==> src/hw/psq_defines.svh <==
// constants of the program sequencer: offsets, fields, vectors and timing
// assumes a single 40 MHz system clock and a 32-bit AXI4-Lite register port
//
// Summary of operation
// [RULE1] system clock runs through four phases; one instruction cycle is four clocks
// [RULE2] fetch in one instruction cycle, execute in the next, one per cycle
// [RULE3] any instruction changing the pointer takes two cycles, second is a dummy
// [RULE4] instruction pointer is 11 bits wide, covering 2048 program words
// [RULE5] after each fetch the pointer advances by one
// [RULE6] true skip discards the fetched instruction, resumes at address plus two
// [RULE7] low byte of the pointer is readable and writable at location 06h
// [RULE8] writing the low byte jumps within the page, upper three bits kept
// [RULE9] jump and call load the code's address; returns load the stack top
// [RULE10] reset and interrupt acknowledge load the fixed vector of that event
// [RULE11] wake from halt waits 1024 system clock periods before executing
// [RULE12] after reset fetching starts at address 000h
// [RULE13] acknowledged external interrupt vectors to 004h
// [RULE14] acknowledged time base interrupt vectors to 008h
// [RULE15] acknowledged timer/event counter interrupt vectors to 010h
// [RULE16] acknowledged real time clock interrupt vectors to 00ch
// [RULE17] simultaneous events: reset first, then lower vector addresses first
`ifndef PSQ_DEFINES_SVH
`define PSQ_DEFINES_SVH

// ***************************************************************
// register map (word index, byte address is four times the index)
// ***************************************************************
`define PSQ_IDX_COUNTER_LOW  6'h06
`define PSQ_IDX_STATUS       6'h10
`define PSQ_RESP_OKAY        2'b00
`define PSQ_RESP_SLVERR      2'b10

// ***************************************************************
// status register fields
// ***************************************************************
`define PSQ_ST_IP_LSB        0
`define PSQ_ST_SPCNT_LSB     12
`define PSQ_ST_HALTED_BIT    16
`define PSQ_ST_WARM_BIT      17
`define PSQ_ST_PEND_BIT      18

// ***************************************************************
// pointer, vectors and reset values
// ***************************************************************
`define PSQ_IP_W             11
`define PSQ_VEC_RESET        11'h000
`define PSQ_VEC_EXT          11'h004
`define PSQ_VEC_TBASE        11'h008
`define PSQ_VEC_RTC          11'h00c
`define PSQ_VEC_TIMER        11'h010
`define PSQ_PHASE_RESET      4'h1

// ***************************************************************
// timing
// ***************************************************************
`define PSQ_ACLK_PERIOD_NS   25
`define PSQ_SYS_PERIOD_NS    25
`define PSQ_STARTUP_PERIODS  1024
`define PSQ_STARTUP_CYC      ((`PSQ_STARTUP_PERIODS*`PSQ_SYS_PERIOD_NS+`PSQ_ACLK_PERIOD_NS-1)/`PSQ_ACLK_PERIOD_NS)
`define PSQ_PHASES           4

`endif

==> src/hw/psq_pkg.sv <==
// types of the program sequencer
// assumes psq_defines.svh for numeric constants
package psq_pkg;
   typedef enum logic [2:0] {
      PSQ_OP_NEXT,
      PSQ_OP_SKIP,
      PSQ_OP_JUMP,
      PSQ_OP_CALL,
      PSQ_OP_RET,
      PSQ_OP_RETI
   } psq_op_t;

   typedef enum logic [1:0] {
      PSQ_RUN,
      PSQ_HALT,
      PSQ_WARM
   } psq_state_t;
endpackage

==> src/hw/psq_stack_mem.sv <==
// return address store of the sequencer
// assumes one clock, registered read, write and read ports independent
`timescale 1ns/100ps
module psq_stack_mem #(
   parameter int DEPTH = 4,
   parameter int WIDTH = 11
) (
   input  wire logic                     aclk,
   input  wire logic                     wr_en,
   input  wire logic [$clog2(DEPTH)-1:0] wr_addr,
   input  wire logic [WIDTH-1:0]         wr_data,
   input  wire logic [$clog2(DEPTH)-1:0] rd_addr,
   output logic      [WIDTH-1:0]         rd_data
);
   logic [WIDTH-1:0] mem [DEPTH];

   if (DEPTH < 2) begin : g_bad_depth
      $error("psq_stack_mem: DEPTH must be at least 2");
   end

   always_ff @(posedge aclk) begin
      if (wr_en) begin
         mem[wr_addr] <= wr_data;
      end
      rd_data <= mem[rd_addr];
   end
endmodule // psq_stack_mem

==> src/hw/psq_program_sequencer.sv <==
// program sequencer: phase generator, fetch pointer, stack, vectors, halt
// assumes decoder drives exec_op/exec_target/skip_true/halt_req for the
// instruction in execute, stable through its instruction cycle
//
// Local design decision: the AXI4-Lite interface to the registers.
`timescale 1ns/100ps
`include "psq_defines.svh"
module psq_program_sequencer #(
   parameter int IP_W        = `PSQ_IP_W, // RULE4
   parameter int STACK_DEPTH = 4
) (
   input  wire logic              aclk,
   input  wire logic              aresetn,
   input  wire logic [7:0]        awaddr,
   input  wire logic              awvalid,
   output logic                   awready,
   input  wire logic [31:0]       wdata,
   input  wire logic [3:0]        wstrb,
   input  wire logic              wvalid,
   output logic                   wready,
   output logic [1:0]             bresp,
   output logic                   bvalid,
   input  wire logic              bready,
   input  wire logic [7:0]        araddr,
   input  wire logic              arvalid,
   output logic                   arready,
   output logic [31:0]            rdata,
   output logic [1:0]             rresp,
   output logic                   rvalid,
   input  wire logic              rready,
   input  psq_pkg::psq_op_t       exec_op,
   input  wire logic [IP_W-1:0]   exec_target,
   input  wire logic              skip_true,
   input  wire logic              halt_req,
   input  wire logic              wake,
   input  wire logic [3:0]        int_req,
   input  wire logic [3:0]        int_enable,
   input  wire logic              int_global_en,
   output logic [3:0]             phase_clk,
   output logic [IP_W-1:0]        fetch_addr,
   output logic                   fetch_strobe,
   output logic                   exec_valid,
   output logic [3:0]             int_ack,
   output logic                   stack_full,
   output logic                   halted
);
   localparam int SP_W     = $clog2(STACK_DEPTH);
   localparam int WARM_CYC = `PSQ_STARTUP_CYC;
   localparam int WC_W     = $clog2(WARM_CYC);

   if (IP_W < 9 || IP_W > 16 || STACK_DEPTH != (1 << SP_W) || STACK_DEPTH < 2) begin : g_bad
      $error("psq_program_sequencer: unsupported IP_W or STACK_DEPTH");
   end

   // ***************************************************************
   // helpers
   // ***************************************************************
   function automatic logic [3:0] first_pend(input logic [3:0] p);
      return p & 4'(~p + 4'h1);
   endfunction

   function automatic logic [IP_W-1:0] vec_of(input logic [3:0] oh);
      logic [10:0] v;
      v = `PSQ_VEC_TIMER;
      if (oh[0]) v = `PSQ_VEC_EXT;
      else if (oh[1]) v = `PSQ_VEC_TBASE;
      else if (oh[2]) v = `PSQ_VEC_RTC;
      return IP_W'(v);
   endfunction

   // ***************************************************************
   // state
   // ***************************************************************
   psq_pkg::psq_state_t    state, next_state;
   logic [3:0]             next_phase_clk, next_int_ack;
   logic [IP_W-1:0]        ip, next_ip, next_fetch_addr;
   logic                   next_fetch_strobe, next_exec_valid, next_stack_full, next_halted;
   logic [WC_W-1:0]        wcnt, next_wcnt;
   logic [SP_W-1:0]        sp_ptr, next_sp_ptr;
   logic [SP_W:0]          sp_cnt, next_sp_cnt;
   logic                   pcl_pend, next_pcl_pend;
   logic [7:0]             pcl_data, next_pcl_data;
   logic                   was_xfer, next_was_xfer, seq_adv, next_seq_adv, sj_done, next_sj_done;
   logic                   push;
   logic [IP_W-1:0]        push_data, stack_top, f_addr;
   logic                   bnd, xfer;
   logic [3:0]             pend, grant;
   logic                   aw_got, next_aw_got, w_got, next_w_got, lane0, next_lane0;
   logic [5:0]             aw_idx, next_aw_idx;
   logic [7:0]             w_byte, next_w_byte;
   logic                   next_awready, next_wready, next_bvalid, next_arready, next_rvalid;
   logic [1:0]             next_bresp, next_rresp;
   logic [31:0]            next_rdata;

   psq_stack_mem #(.DEPTH(STACK_DEPTH), .WIDTH(IP_W)) u_stack (
      .aclk    (aclk),
      .wr_en   (push),
      .wr_addr (sp_ptr),
      .wr_data (push_data),
      .rd_addr (sp_ptr - 1'b1),
      .rd_data (stack_top)
   );

   // ***************************************************************
   // sequencing
   // ***************************************************************
   always_comb begin
      bnd               = phase_clk[3] && state == psq_pkg::PSQ_RUN; // RULE1
      pend              = int_req & int_enable & {4{int_global_en}};
      grant             = first_pend(pend); // RULE17
      next_phase_clk    = {phase_clk[2:0], phase_clk[3]}; // RULE1
      next_state        = state;
      next_ip           = ip;
      next_fetch_addr   = fetch_addr;
      next_fetch_strobe = 1'b0;
      next_exec_valid   = exec_valid;
      next_int_ack      = 4'h0;
      next_wcnt         = wcnt;
      next_sp_ptr       = sp_ptr;
      next_sp_cnt       = sp_cnt;
      next_pcl_pend     = pcl_pend;
      next_pcl_data     = pcl_data;
      next_was_xfer     = was_xfer;
      next_seq_adv      = seq_adv;
      next_sj_done      = 1'b0;
      push              = 1'b0;
      push_data         = fetch_addr;
      xfer              = 1'b0;
      f_addr            = ip;
      unique case (state)
         psq_pkg::PSQ_RUN: begin
            if (bnd) begin
               if (exec_valid && exec_op != psq_pkg::PSQ_OP_NEXT) begin
                  unique case (exec_op)
                     psq_pkg::PSQ_OP_SKIP: begin
                        xfer   = skip_true; // RULE6
                        f_addr = ip;
                     end
                     psq_pkg::PSQ_OP_JUMP: begin
                        xfer   = 1'b1;
                        f_addr = exec_target; // RULE9
                     end
                     psq_pkg::PSQ_OP_CALL: begin
                        xfer   = 1'b1;
                        push   = 1'b1;
                        f_addr = exec_target; // RULE9
                     end
                     default: begin
                        xfer   = 1'b1;
                        f_addr = stack_top; // RULE9
                        if (sp_cnt != '0) next_sp_cnt = sp_cnt - 1'b1;
                        next_sp_ptr = sp_ptr - 1'b1;
                     end
                  endcase
               end else if (exec_valid && halt_req) begin
                  next_state      = psq_pkg::PSQ_HALT;
                  next_exec_valid = 1'b0;
               end else if (pcl_pend) begin
                  xfer          = 1'b1;
                  f_addr        = {ip[IP_W-1:8], pcl_data}; // RULE8
                  next_pcl_pend = 1'b0;
                  next_sj_done  = 1'b1;
               end else if (pend != 4'h0 && !stack_full) begin
                  xfer         = 1'b1;
                  push         = 1'b1;
                  f_addr       = vec_of(grant); // RULE10 RULE13 RULE14 RULE15 RULE16
                  next_int_ack = grant;
               end
               if (next_state == psq_pkg::PSQ_RUN) begin
                  if (!xfer || exec_op != psq_pkg::PSQ_OP_SKIP || !exec_valid) begin
                     f_addr = xfer ? f_addr : ip;
                  end
                  next_fetch_addr   = f_addr;
                  next_ip           = f_addr + 1'b1; // RULE5
                  next_fetch_strobe = 1'b1;
                  next_exec_valid   = !xfer; // RULE2 RULE3
                  next_was_xfer     = xfer;
                  next_seq_adv      = !xfer;
               end
               if (push) begin
                  next_sp_ptr = sp_ptr + 1'b1;
                  if (!stack_full) next_sp_cnt = sp_cnt + 1'b1;
               end
            end
         end
         psq_pkg::PSQ_HALT: begin
            if (wake) begin
               next_state = psq_pkg::PSQ_WARM;
               next_wcnt  = WC_W'(WARM_CYC - 1);
            end
         end
         psq_pkg::PSQ_WARM: begin
            if (wcnt != '0) begin
               next_wcnt = wcnt - 1'b1; // RULE11
            end else if (phase_clk[3]) begin
               next_state        = psq_pkg::PSQ_RUN;
               next_fetch_strobe = 1'b1;
               next_was_xfer     = 1'b1;
               next_seq_adv      = 1'b0;
            end
         end
      endcase
      next_stack_full = next_sp_cnt == (SP_W+1)'(STACK_DEPTH);
      next_halted     = next_state != psq_pkg::PSQ_RUN;
      if (aw_got && w_got && !bvalid && !pcl_pend && aw_idx == `PSQ_IDX_COUNTER_LOW && lane0) begin
         next_pcl_pend = 1'b1; // RULE8
         next_pcl_data = w_byte;
      end
   end

   always_ff @(posedge aclk) begin
      if (!aresetn) begin
         phase_clk    <= `PSQ_PHASE_RESET;
         state        <= psq_pkg::PSQ_RUN;
         fetch_addr   <= IP_W'(`PSQ_VEC_RESET); // RULE12
         ip           <= IP_W'(`PSQ_VEC_RESET) + 1'b1;
         fetch_strobe <= 1'b1;
         exec_valid   <= 1'b0;
         int_ack      <= 4'h0;
         wcnt         <= '0;
         sp_ptr       <= '0;
         sp_cnt       <= '0;
         stack_full   <= 1'b0;
         halted       <= 1'b0;
         pcl_pend     <= 1'b0;
         pcl_data     <= 8'h00;
         was_xfer     <= 1'b1;
         seq_adv      <= 1'b0;
         sj_done      <= 1'b0;
      end else begin
         phase_clk    <= next_phase_clk;
         state        <= next_state;
         fetch_addr   <= next_fetch_addr;
         ip           <= next_ip;
         fetch_strobe <= next_fetch_strobe;
         exec_valid   <= next_exec_valid;
         int_ack      <= next_int_ack;
         wcnt         <= next_wcnt;
         sp_ptr       <= next_sp_ptr;
         sp_cnt       <= next_sp_cnt;
         stack_full   <= next_stack_full;
         halted       <= next_halted;
         pcl_pend     <= next_pcl_pend;
         pcl_data     <= next_pcl_data;
         was_xfer     <= next_was_xfer;
         seq_adv      <= next_seq_adv;
         sj_done      <= next_sj_done;
      end
   end

   // ***************************************************************
   // axi4-lite slave
   // ***************************************************************
   always_comb begin
      next_aw_got  = aw_got;
      next_aw_idx  = aw_idx;
      next_w_got   = w_got;
      next_w_byte  = w_byte;
      next_lane0   = lane0;
      next_bvalid  = bvalid;
      next_bresp   = bresp;
      next_rvalid  = rvalid;
      next_rdata   = rdata;
      next_rresp   = rresp;
      next_arready = arready;
      if (awvalid && awready) begin
         next_aw_got = 1'b1;
         next_aw_idx = awaddr[7:2];
      end
      if (wvalid && wready) begin
         next_w_got  = 1'b1;
         next_w_byte = wdata[7:0];
         next_lane0  = wstrb[0];
      end
      if (bvalid && bready) next_bvalid = 1'b0;
      if (aw_got && w_got && !bvalid && !pcl_pend) begin
         next_aw_got = 1'b0;
         next_w_got  = 1'b0;
         next_bvalid = 1'b1;
         next_bresp  = aw_idx == `PSQ_IDX_COUNTER_LOW ? `PSQ_RESP_OKAY : `PSQ_RESP_SLVERR;
      end
      if (rvalid && rready) begin
         next_rvalid  = 1'b0;
         next_arready = 1'b1;
      end
      if (arvalid && arready) begin
         next_rvalid  = 1'b1;
         next_arready = 1'b0;
         next_rresp   = `PSQ_RESP_OKAY;
         next_rdata   = 32'h0;
         if (araddr[7:2] == `PSQ_IDX_COUNTER_LOW) begin
            next_rdata[7:0] = ip[7:0]; // RULE7
         end else if (araddr[7:2] == `PSQ_IDX_STATUS) begin
            next_rdata[`PSQ_ST_IP_LSB +: IP_W]      = ip;
            next_rdata[`PSQ_ST_SPCNT_LSB +: SP_W+1] = sp_cnt;
            next_rdata[`PSQ_ST_HALTED_BIT]          = state == psq_pkg::PSQ_HALT;
            next_rdata[`PSQ_ST_WARM_BIT]            = state == psq_pkg::PSQ_WARM;
            next_rdata[`PSQ_ST_PEND_BIT]            = pcl_pend;
         end else begin
            next_rresp = `PSQ_RESP_SLVERR;
         end
      end
      next_awready = !next_aw_got;
      next_wready  = !next_w_got;
   end

   always_ff @(posedge aclk) begin
      if (!aresetn) begin
         aw_got  <= 1'b0;
         aw_idx  <= 6'h00;
         w_got   <= 1'b0;
         w_byte  <= 8'h00;
         lane0   <= 1'b0;
         awready <= 1'b1;
         wready  <= 1'b1;
         bvalid  <= 1'b0;
         bresp   <= 2'h0;
         arready <= 1'b1;
         rvalid  <= 1'b0;
         rdata   <= 32'h0;
         rresp   <= 2'h0;
      end else begin
         aw_got  <= next_aw_got;
         aw_idx  <= next_aw_idx;
         w_got   <= next_w_got;
         w_byte  <= next_w_byte;
         lane0   <= next_lane0;
         awready <= next_awready;
         wready  <= next_wready;
         bvalid  <= next_bvalid;
         bresp   <= next_bresp;
         arready <= next_arready;
         rvalid  <= next_rvalid;
         rdata   <= next_rdata;
         rresp   <= next_rresp;
      end
   end
endmodule // psq_program_sequencer

==> config.mk <==
export PLATFORM = sky130hd
export DESIGN_NAME = psq_program_sequencer
export DESIGN_NICKNAME = d
export VERILOG_FILES = /design/src/hw/psq_pkg.sv /design/src/hw/psq_stack_mem.sv /design/src/hw/psq_program_sequencer.sv
export VERILOG_INCLUDE_DIRS = /design/src /design/src/hw
export SDC_FILE = /design/constraint.sdc
export NUM_CORES = 1
export LEC_CHECK = 0
export BUFFER_PORTS_ARGS = -buffer_cell sky130_fd_sc_hd__buf_2
export CAP_MARGIN = 20
export CORE_AREA = 2 2 116 118
export DETAILED_ROUTE_END_ITERATION = 16
export DIE_AREA = 0 0 118 120
export GPL_TIMING_DRIVEN = 1
export MAX_ROUTING_LAYER = met4
export PLACE_DENSITY = 0.85
export SYNTH_ARGS = -nofsm -noshare
export SYNTH_HDL_FRONTEND = slang
export SYNTH_HIERARCHICAL = 1
export SYNTH_SLANG_ARGS = --single-unit
==> constraint.sdc <==
create_clock -name aclk -period 5.92 [get_ports aclk]
set_input_delay 0.296 -clock aclk [delete_from_list [all_inputs] [get_ports aclk]]
set_output_delay 0.296 -clock aclk [all_outputs]
set_load 0.05 [all_outputs]
==> run_results.csv, run 1 <==
group,metric,value,unit
status,status,"complete, no violations",
timing,period_share,61.8,%
cts,path_clk_slew,60,ps
finish,antennaDiodeCount,0,
finish,postLayoutCoreUtil,62.8,%
setup_path,cp_max_fo,17,
cts,cts_buffers,17,
setup_path,r2r_cells,10,
cts,cts-root-buf,"clkbuf_16",
cts,cts_resized,0,
global_route,grt_pass1_wl,26.3,mm
global_route,grt_overflow,0,
synth,synth-edff-count,44,
timing,slew_viol_final,0,
cts,htreeDepth,4,
placement,dpl_worst_slack,2400,ps
finish,drive_gt1_share,20.2,%
timing,worst_slack,2260,ps
min_path,hp-class,"in2reg",
setup_path,worstPathRequired,6230,ps
setup_path,crit_arrival,3960,ps
min_path,whs_endpoint,"w_byte[4]",
timing,slew_headroom,41.5,%
timing,timing.setup.tns,0,ps
setup_path,worstReg2RegEnd,"ip[8]",
timing,setup_viol,0,
setup_path,crit_path_max_incr_delay,710,ps
setup_path,cp-start-kind,"register",
setup_path,path_cells,"o31a_1 -> nor2_1 -> a21boi_0 -> mux2i_1 -> inv_1 -> ha_1 -> inv_1 -> a2111oi_0 -> a211oi_1 -> a311o_1",
die,io_pins,149,
die,initial_utilization,53.8,%
pwr,p_comb_share,9.7,%
setup_path,setup.worst_path.start,"exec_valid",
die,rows,42,
synth,synthFlopType,"dfxtp_1",
pwr,clock_power_share,44.5,%
placement,routabilityCongestion,0.973,
global_route,met3_usage,6.08,%
die,die_w,118,um
synth,synth_seq_cells,156,
global_route,grt_max_degree,52,
synth,syn_avg_cell_area,10.3,um2
cts,post_cts_buffers,0,
timing,grt_setup_unrepaired,"no",
synth,seq_area_frac_synth,51.0,%
pwr,swShare,23.5,%
drt,ant_nets,0,
setup_path,crit_type,"reg2reg",
pwr,finalPower,2.49,mW
drt,first_iter_violations,599,
pwr,sequentialPowerShare,45.8,%
setup_path,ff2ff_setup_slack,2260,ps
cts,cts_max_path_buffers,2,
pwr,powerDensity,305,mW/mm2
timing,final_hold_viol_count,0,
setup_path,crit_slowest_cell,"dfxtp_1",
min_path,min-delay-start,"wdata[4]",
synth,ys_top_cells_by_area,"dfxtp_1 (32%), edfxtp_1 (19%), nand2_1 (4.1%)",
synth,synth_top_area_share,32.1,%
global_route,antenna_found_initial,0,
synth,syn_inst,680,
setup_path,r2r_start,"exec_valid",
synth,syn_area,0.00698,mm2
setup_path,critPathMostFrequentCell,"inv_1",
finish,area_growth,16.8,%
synth,synthArstFlopShare,0,%
finish,nNetsFinal,869,
timing,worst_slew_pin_slew,878,ps
drt,vias,5646,
die,die_area,0.0142,mm2
global_route,grt_util_met2,37.3,%
pwr,power_switching,0.585,mW
die,die_height,120,um
drt,drt_first_pass_iters,7,
cts,cts_tree,"yes",
synth,yosysTopAreaCell,"dfxtp_1",
flow_run,maxCapViolations,0,
finish,fill_cells,1015,
synth,synth_cell_types,72,
drt,drc,0,
die,core-area,0.0130,mm2
setup_path,cp_top_family,"compound AO/OA/AOI/OAI gates",
pwr,p_int,1.91,mW
synth,yosys_warnings,6,
placement,hpwl,11.4,mm
drt,post_drt_wl_per_cell,17.3,um
pwr,p_leak,3.33,nW
timing,finalCriticalPeriod,3660,ps
drt,via_per_inst,5.85,
global_route,first_global_vias,5327,
global_route,use_met1,29.8,%
setup_path,cp_num_buf_inv,2,
cts,clock-sinks,156,
cts,cts_hold_buf,0,
setup_path,critPathCaptureType,"register",
global_route,grt.busiest_layer,"met2",
timing,max_freq,0.274,GHz
cts,worstSkewPairLatency,420,ps
global_route,track_usage,24.5,%
pwr,ir_worst_vdd,171,uV
timing,fin_hold_ws,118,ps
drt,routed_wl,16.7,mm
placement,port_buffers,100,
timing,clock_skew,9.83,ps
min_path,hold_depth,3,
## layout by cell type, fill, tap and decap left out, drive strengths merged, types with 17 or more instances in the layout
cell and count:
dfxtp 112, buf 105, nand2 77, edfxtp 44
nor2b 32, a21boi 31, a21oi 29, nor2 27
inv 26, a22oi 25, clkbuf 25, o21ai 23
nand3 21, and2 19, conb 17
## worst reg2reg max path, cell delays in order, from the launching register on
cell and delay [ps]:
dfxtp_1 710, o31a_1 530, nor2_1 170, a21boi_0 530
mux2i_1 210, inv_1 110, ha_1 210, inv_1 110
a2111oi_0 490, a211oi_1 150, a311o_1 330
## power by group through the flow
| stage | Clock, mW | Sequential (mW) | Combinational [mW] |
|---|---|---|---|
| 4_1_cts | 1.12 | 1.14 | 0.237 |
| 6_report | 1.11 | 1.14 | 0.242 |
| 2_1_floorplan | 0 | 1.18 | 0.157 |
| 3_3_place_gp | 0 | 1.16 | 0.230 |
| 3_5_place_dp | 0 | 1.16 | 0.234 |
| 5_1_grt | 1.17 | 1.14 | 0.261 |
## worst max-delay path by stage
stage | end | cells past startpoint
CTS | ip[8] | 10
finish | ip[8] | 10
global route | ip[8] | 10
global placement | ip[8] | 10
detailed placement | ip[8] | 10
floorplan | ip[8] | 11
## stage by stage
step                      cells  area (um2)
after global placement      932        7540
after detailed placement    932        7540
after global routing        965        8160
final                       965        8160
after floorplan             696        7040
after CTS                   964        8140
## layer usage
layer | part of all wire (%) | up-vias
met1 | 41 | 2666
met2 | 47 | 270
met5 | 0 | -
met3 | 7.9 | 77
met4 | 4.7 | 0
li1 | - | 2633
## synth_stat cells, types with 5 or more instances
| cell | instances |
|---|---|
| a21boi_0 | 31 |
| a21oi_1 | 29 |
| a22oi_1 | 25 |
| a31oi_1 | 5 |
| and2_1 | 19 |
| buf_4 | 17 |
| clkbuf_1 | 20 |
| dfxtp_1 | 112 |
| edfxtp_1 | 44 |
| ha_1 | 8 |
| inv_1 | 26 |
| mux2i_1 | 10 |
| mux4_2 | 10 |
| nand2_1 | 77 |
| nand2b_1 | 7 |
| nand3_1 | 21 |
| nor2_1 | 27 |
| nor2b_1 | 32 |
| nor3_1 | 11 |
| nor3b_1 | 6 |
| o211a_1 | 10 |
| o21a_1 | 5 |
| o21ai_0 | 23 |
| o22ai_1 | 5 |
| xnor2_1 | 12 |
## sequential cells by signal, summed over array words and instances, names as in the netlist, 3 cells and up
| name | count |
|---|---|
| sp_cnt | 3 |
| phase_clk | 4 |
| aw_idx | 6 |
| fetch_addr | 11 |
| wcnt | 10 |
| int_ack | 4 |
| u_stack/mem | 44 |
| pcl_data | 8 |
| u_stack/rd_data | 11 |
| rdata | 17 |
| w_byte | 8 |
| ip | 11 |
## cell type report
type | instances | area [um2] | share of cell area (%)
flip-flops and latches | 156 | 3560 | 43.7
multi-input cells | 470 | 3120 | 38.3
repair buffers | 105 | 546 | 6.69
clock buffers | 25 | 497 | 6.09
well taps | 176 | 220 | 2.70
clock inverters | 7 | 110 | 1.35
inverters | 26 | 97.6 | 1.20
## logic make-up (layout without fill, tap and decap cells)
group                    after synthesis  in the layout  share of synthesized area [%]
flip-flops                           156            156                           51.0
multiplexers                          21             21                           5.04
AO/OA/AOI/OAI                        174            174                           18.0
XOR/XNOR                              15             15                           1.88
adder cells (fa/ha/maj)                8              8                           1.43
buffers and inverters                 70            163                           5.07
AND/OR/NAND/NOR                      235            235                           17.5
other                                  1             17                         0.0537
(Power assumes the default switching activity.)
==> run 2: changes to the inputs <==
--- a/config.mk
+++ b/config.mk
@@ -6,14 +6,15 @@
 export SDC_FILE = /design/constraint.sdc
 export NUM_CORES = 1
 export LEC_CHECK = 0
+export ABC_AREA = 1
 export BUFFER_PORTS_ARGS = -buffer_cell sky130_fd_sc_hd__buf_2
 export CAP_MARGIN = 20
-export CORE_AREA = 2 2 116 118
+export CORE_AREA = 2 2 124 126
 export DETAILED_ROUTE_END_ITERATION = 16
-export DIE_AREA = 0 0 118 120
+export DIE_AREA = 0 0 126 128
 export GPL_TIMING_DRIVEN = 1
 export MAX_ROUTING_LAYER = met4
-export PLACE_DENSITY = 0.85
+export PLACE_DENSITY = 0.8
 export SYNTH_ARGS = -nofsm -noshare
 export SYNTH_HDL_FRONTEND = slang
 export SYNTH_HIERARCHICAL = 1
==> constraint.sdc (replaced) <==
create_clock -name aclk -period 3.25 [get_ports aclk]
set_input_delay 0.1625 -clock aclk [delete_from_list [all_inputs] [get_ports aclk]]
set_output_delay 0.1625 -clock aclk [all_outputs]
set_load 0.05 [all_outputs]
==> run 2 against run 1 <==
Against the previous run: combinational power rose to 2.6 times the previous value; wire length increased by 1.6%; total power increased by 81%; area after synthesis grew 1.3%; largest cell class unchanged.
==> run_results.csv, run 2 <==
group,metric,value,unit
status,status,"complete, no violations",
finish,layout_commonest_cell,"nand2_1",
setup_path,r2r_start,"exec_valid",
synth,yosysTopAreaCell,"dfxtp_1",
synth,synth_seq_cells,156,
pwr,finalPower,4.52,mW
min_path,hp-class,"in2reg",
pwr,ir_worst_vdd,329,uV
timing,grt_setup_unrepaired,"no",
pwr,powerDensity,543,mW/mm2
finish,postLayoutCoreUtil,56.0,%
setup_path,cp_num_buf_inv,3,
cts,cts_tree,"yes",
setup_path,ff2ff_setup_slack,830,ps
finish,multi_input_area,0.00280,mm2
drt,vias,6185,
setup_path,worstPathRequired,3560,ps
synth,synthArstFlopShare,0,%
synth,post-synth-top-count-cell,"nand2_1",
timing,finalCriticalPeriod,2420,ps
finish,nNetsFinal,1106,
die,die_w,126,um
placement,port_buffers,100,
drt,post_drt_wl_per_cell,14.0,um
global_route,grt_pass1_wl,27.5,mm
cts,cts_resized,0,
setup_path,crit_slowest_cell,"dfxtp_1",
die,io_pins,149,
min_path,hold_depth,3,
cts,path_clk_slew,60,ps
timing,slew_viol_final,0,
min_path,min-delay-start,"wdata[1]",
die,die_area,0.0161,mm2
cts,cts-root-buf,"clkbuf_16",
timing,timing.setup.tns,0,ps
finish,antennaDiodeCount,0,
timing,max_freq,0.413,GHz
setup_path,r2r_cells,16,
finish,area_growth,17.7,%
timing,clock_skew,5.43,ps
cts,htreeDepth,4,
setup_path,crit_arrival,2730,ps
timing,slew_headroom,52.1,%
cts,clock-sinks,156,
timing,worst_slew_pin_slew,719,ps
placement,dp.cells,1171,
setup_path,critPathCaptureType,"register",
placement,hpwl,12.1,mm
die,die_height,128,um
synth,synth_cell_types,44,
finish,top_register,"u_stack/mem",
finish,drive_gt1_share,17.3,%
placement,dpl_worst_slack,877,ps
finish,largest_register_ffs,44,
setup_path,cp_top_family,"simple AND/OR/NAND/NOR gates",
die,rows,45,
setup_path,cp_max_fo,9,
placement,routabilityCongestion,0.976,
finish,fin_area,0.00833,mm2
global_route,track_usage,22.2,%
timing,period_share,74.5,%
timing,worst_slack,829,ps
synth,synth_top_area_share,31.7,%
synth,synth_commonest_cells,"nand2_1 (207), inv_1 (122), dfxtp_1 (112), nor2_1 (93), o21ai_0 (67)",
finish,final_cell_mix,"nand2_1 (207), inv_1 (122), dfxtp_1 (112)",
drt,met2WireLength,7.98,mm
timing,final_hold_viol_count,0,
finish,seq_area,0.00356,mm2
global_route,grt_overflow,0,
drt,first_iter_violations,513,
synth,syn_inst,894,
setup_path,worstReg2RegEnd,"ip[10]",
global_route,first_global_vias,5771,
synth,syn_area,0.00707,mm2
cts,cts_buffers,17,
setup_path,crit_path_max_incr_delay,480,ps
global_route,grt_max_degree,54,
finish,fill_cells,1364,
synth,ys_top_cells_by_area,"dfxtp_1 (32%), edfxtp_1 (19%), nand2_1 (11%)",
setup_path,cp-start-kind,"register",
die,initial_utilization,47.6,%
setup_path,crit_type,"reg2reg",
synth,synth-edff-count,44,
timing,setup_viol,0,
placement,postPlaceCellArea,0.00770,mm2
min_path,whs_endpoint,"w_byte[1]",
cts,cts_max_path_buffers,2,
drt,via_per_inst,5.09,
finish,top_regs,"u_stack/mem: 44 flops, rdata: 17 flops",
synth,yosys_warnings,6,
finish,final_cells,1214,
synth,seq_area_frac_synth,50.4,%
synth,syn_avg_cell_area,7.91,um2
setup_path,path_cells,"nand2_2 -> inv_2 -> nand3_1 -> nand2_1 -> inv_2 -> nand2_8 -> nand2_4 -> nand3_1 -> nand2_1 -> inv_1 -> ha_1 -> nand2_2 -> nor2_4 -> nand4_2 -> a21oi_1 -> nor2_1",
cts,worstSkewPairLatency,420,ps
die,core-area,0.0149,mm2
drt,dr_wl_met3,1.11,mm
pwr,p_leak,3.88,nW
drt,drt-met1-wl,7.41,mm
global_route,antenna_found_initial,0,
drt,drc,0,
timing,fin_hold_ws,17.9,ps
drt,drt_first_pass_iters,5,
drt,ant_nets,0,
flow_run,maxCapViolations,0,
synth,synthFlopType,"dfxtp_1",
drt,dr.max_layer_used,"met4",
drt,routed_wl,17.0,mm
-- run 2: cell count changes in the layout (fill, tap and decap cells not counted), moves of 23 or more --
cell      change
a21boi_0     -31
a22oi_1      -23
inv_1        +96
nand2_1     +130
nand3_1      +30
nor2_1       +66
nor2b_1      -32
o21ai_0      +44
-- run 2: report_power, final --
part	leakage [nW]	total (mW)	internal, mW	switching, mW
sequential	1.33	2.14	2.08	0.0584
clock	0.248	1.75	1.04	0.719
combinational	2.31	0.623	0.184	0.439
total	3.88	4.52	3.30	1.22
-- run 2: worst max path at each step --
| stage | start | to | slack (ps) | cells after the start |
|---|---|---|---|---|
| 5_1_grt | exec_valid | ip[10] | 640 | 16 |
| 6_report | exec_valid | ip[10] | 830 | 16 |
| 4_1_cts | exec_valid | ip[10] | 870 | 16 |
| 3_3_place_gp | exec_op[2] | ip[10] | 930 | 16 |
| 3_5_place_dp | exec_op[2] | ip[10] | 880 | 16 |
| 2_1_floorplan | exec_valid | u_stack/mem[0][0] | 570 | 7 |
-- run 2: metal layers --
metal  vias to the layer above  GRT usage (%)
li1                       3073              -
met1                      2841           27.5
met2                       232           35.6
met3                        39           4.26
met4                         0           9.57
met5                         -              -
-- run 2: final cells by class --
class / count / share of cell area (%)
clock buffer: 22 / 5.34
clock inverter: 10 / 0.902
tap: 188 / 2.83
multi-input combinational: 580 / 33.6
timing repair buffer: 122 / 8.33
inverter: 136 / 6.16
sequential: 156 / 42.8
-- run 2: cells by family after synthesis --
family / count (synthesis) / share of synthesized area [%]
flops: 156 / 50.4
other cells: 1 / 0.0530
buf+inv: 174 / 10.8
simple gates: 400 / 24.9
xor+xnor: 7 / 0.867
compound gates: 148 / 11.5
fa+ha+maj: 8 / 1.42
-- run 2: worst min-delay path: cells and delay by family --
family / cells / cell delay (ps)
compound gates: 1 / 80
simple gates: 1 / 80
buf+inv: 1 / 70
-- run 2: what timing repair did --
action / in CTS / in global routing
endpoints found under the hold margin: 11 / 0
buffers inserted: 0 / 0
hold buffers: 11 / 0
==> run 3: changes to the inputs <==
--- a/config.mk
+++ b/config.mk
@@ -6,15 +6,15 @@
 export SDC_FILE = /design/constraint.sdc
 export NUM_CORES = 1
 export LEC_CHECK = 0
-export ABC_AREA = 1
+export ABC_AREA = 0
 export BUFFER_PORTS_ARGS = -buffer_cell sky130_fd_sc_hd__buf_2
 export CAP_MARGIN = 20
-export CORE_AREA = 2 2 124 126
+export CORE_AREA = 2 2 123 125
 export DETAILED_ROUTE_END_ITERATION = 16
-export DIE_AREA = 0 0 126 128
+export DIE_AREA = 0 0 125 127
 export GPL_TIMING_DRIVEN = 1
 export MAX_ROUTING_LAYER = met4
-export PLACE_DENSITY = 0.8
+export PLACE_DENSITY = 0.81
 export SYNTH_ARGS = -nofsm -noshare
 export SYNTH_HDL_FRONTEND = slang
 export SYNTH_HIERARCHICAL = 1
==> constraint.sdc (replaced) <==
create_clock -name aclk -period 2.1 [get_ports aclk]
set_input_delay 0.105 -clock aclk [delete_from_list [all_inputs] [get_ports aclk]]
set_output_delay 0.105 -clock aclk [all_outputs]
set_load 0.05 [all_outputs]
==> run 3 against run 2 <==
Against the previous run: the run now ends with negative setup slack left; global-route usage rose by 4.3 points; largest cell class unchanged; die area fell by 1.6%; fmax is 4.5% lower; critical path depth fell by 9; largest power group unchanged.
==> run_results.csv, run 3 (synthesis results as in run 1) <==
group,metric,value,unit
setup_path,r2r_start,"pcl_pend",
drt,post_drt_wl_per_cell,19.2,um
pwr,finalPower,7.31,mW
cts,htreeDepth,4,
timing,max_freq,0.394,GHz
global_route,grt_overflow,0,
cts,path_clk_slew,70,ps
global_route,first_global_vias,6200,
setup_path,path_depth,7,
setup_path,cp_num_buf_inv,0,
pwr,powerDensity,735,mW/mm2
setup_path,crit_path_max_incr_delay,520,ps
setup_path,crit_type,"reg2reg",
timing,slew_headroom,50.0,%
die,die_w,125,um
timing,period_share,121,%
setup_path,r2r_cells,7,
global_route,grt_pass1_wl,32.0,mm
drt,ant_nets,0,
timing,worst_slew_pin_slew,750,ps
drt,vias,6488,
global_route,track_usage,26.5,%
status,status,"complete, but fails checks",
finish,nNetsFinal,1019,
cts,worstSkewPairLatency,440,ps
cts,cts_buffers,17,
flow_run,maxCapViolations,0,
finish,largest_register_ffs,44,
finish,drive_gt1_share,38.6,%
cts,cts_tree,"yes",
finish,fill_cells,991,
setup_path,worstReg2RegEnd,"ip[10]",
status,violations,"negative setup slack",
timing,grt_setup_unrepaired,"yes",
placement,port_buffers,100,
setup_path,cp_max_fo,4,
placement,routabilityCongestion,1.01,
drt,routed_wl,21.5,mm
finish,top_register,"u_stack/mem",
pwr,ir_worst_vdd,544,uV
setup_path,worstPathRequired,2430,ps
setup_path,critPathCaptureType,"register",
cts,cts-root-buf,"clkbuf_16",
finish,antennaDiodeCount,0,
finish,area_growth,42.3,%
timing,setup_viol,59,
die,rows,44,
finish,layout_commonest_cell,"buf_4",
die,die_height,127,um
min_path,hp-class,"in2reg",
die,io_pins,149,
drt,drt_first_pass_iters,6,
drt,via_per_inst,5.78,
setup_path,cp_top_family,"simple AND/OR/NAND/NOR gates",
global_route,grt_max_degree,73,
placement,hpwl,13.2,mm
finish,final_cell_mix,"buf_4 (107), dfxtp_1 (106), buf_2 (100)",
finish,top_regs,"u_stack/mem: 44 flops, rdata: 17 flops",
drt,first_iter_violations,659,
setup_path,cp-start-kind,"register",
setup_path,setup.worst_path.start,"pcl_pend",
pwr,p_leak,4.20,nW
timing,slew_viol_final,0,
timing,timing.setup.tns,-13300,ps
timing,finalCriticalPeriod,2540,ps
timing,clock_skew,10.2,ps
setup_path,path_cells,"or3b_4 -> or3_4 -> a311oi_2 -> o211a_1 -> o21ai_2 -> or4_1 -> a31o_1",
die,core-area,0.0144,mm2
cts,cts_max_path_buffers,2,
setup_path,crit_arrival,2860,ps
cts,clock-sinks,156,
timing,final_hold_viol_count,0,
die,initial_utilization,48.4,%
timing,worst_slack,-435,ps
drt,drc,0,
die,die_area,0.0159,mm2
global_route,antenna_found_initial,0,
setup_path,crit_slowest_cell,"or4_1",
setup_path,ff2ff_setup_slack,-440,ps
setup_path,endpoint,"ip[10]",
==> run 3: how the worst min path moves through the flow <==
stage	startpoint	end	cells after the start
after floorplan	int_enable[2]	int_ack[2]	2
after global placement	wdata[4]	w_byte[4]	3
after detailed placement	awaddr[3]	aw_idx[1]	3
after CTS	arvalid	arready	3
after global routing	int_enable[2]	int_ack[2]	4
final	arvalid	arready	3
==> run 3: worst reg2reg max path: cells and delay by family, from the launching register on <==
family          cells  cell delay, ps
flops               1             350
compound gates      4             760
simple gates        3            1320
==> run 3: where the power goes <==
part / total, mW / switching (mW) / internal (mW)
combinational: 1.05 / 0.599 / 0.452
clock: 3.03 / 1.22 / 1.81
sequential: 3.22 / 0.0702 / 3.15
==> run 3: layout make-up <==
type	instances	area (um2)	area share (%)
Sequential cell	156	3580	36.0
Multi-Input combinational cell	470	3560	35.9
Clock inverter	11	116	1.17
Clock buffer	21	462	4.65
Timing Repair Buffer	255	1890	19.0
Tap cell	184	230	2.32
Inverter	26	97.6	0.982
==> run 3: stage by stage <==
| step | area [um2] | worst slack [ps] | utilization [%] | instances | hold WS, ps |
|---|---|---|---|---|---|
| after floorplan | 7120 | -408 | - | 696 | 242 |
| after global placement | 8540 | -472 | 59.2 | 1050 | 357 |
| after detailed placement | 8540 | -561 | 59.2 | 1050 | 364 |
| after CTS | 9650 | -330 | 66.9 | 1117 | 10.9 |
| after global routing | 9940 | -457 | 68.9 | 1123 | 60.6 |
| final | 9940 | -435 | 68.9 | 1123 | 31.1 |
==> run 3: routing by layer <==
layer	track usage (%)	vias up	wire length, um
li1	-	2930	-
met5	-	-	0
met3	5.19	126	1560
met1	32.2	3068	8480
met2	42.5	364	10400
met4	13.3	0	1130
==> run 3: what timing repair did <==
item,4_1_cts,5_1_grt
pin swaps,19,35
setup buffers,18,13
endpoints found under the hold margin,18,0
hold buffers,17,0
setup endpoints to repair,63,83
resized for setup,55,63
cloned,1,0
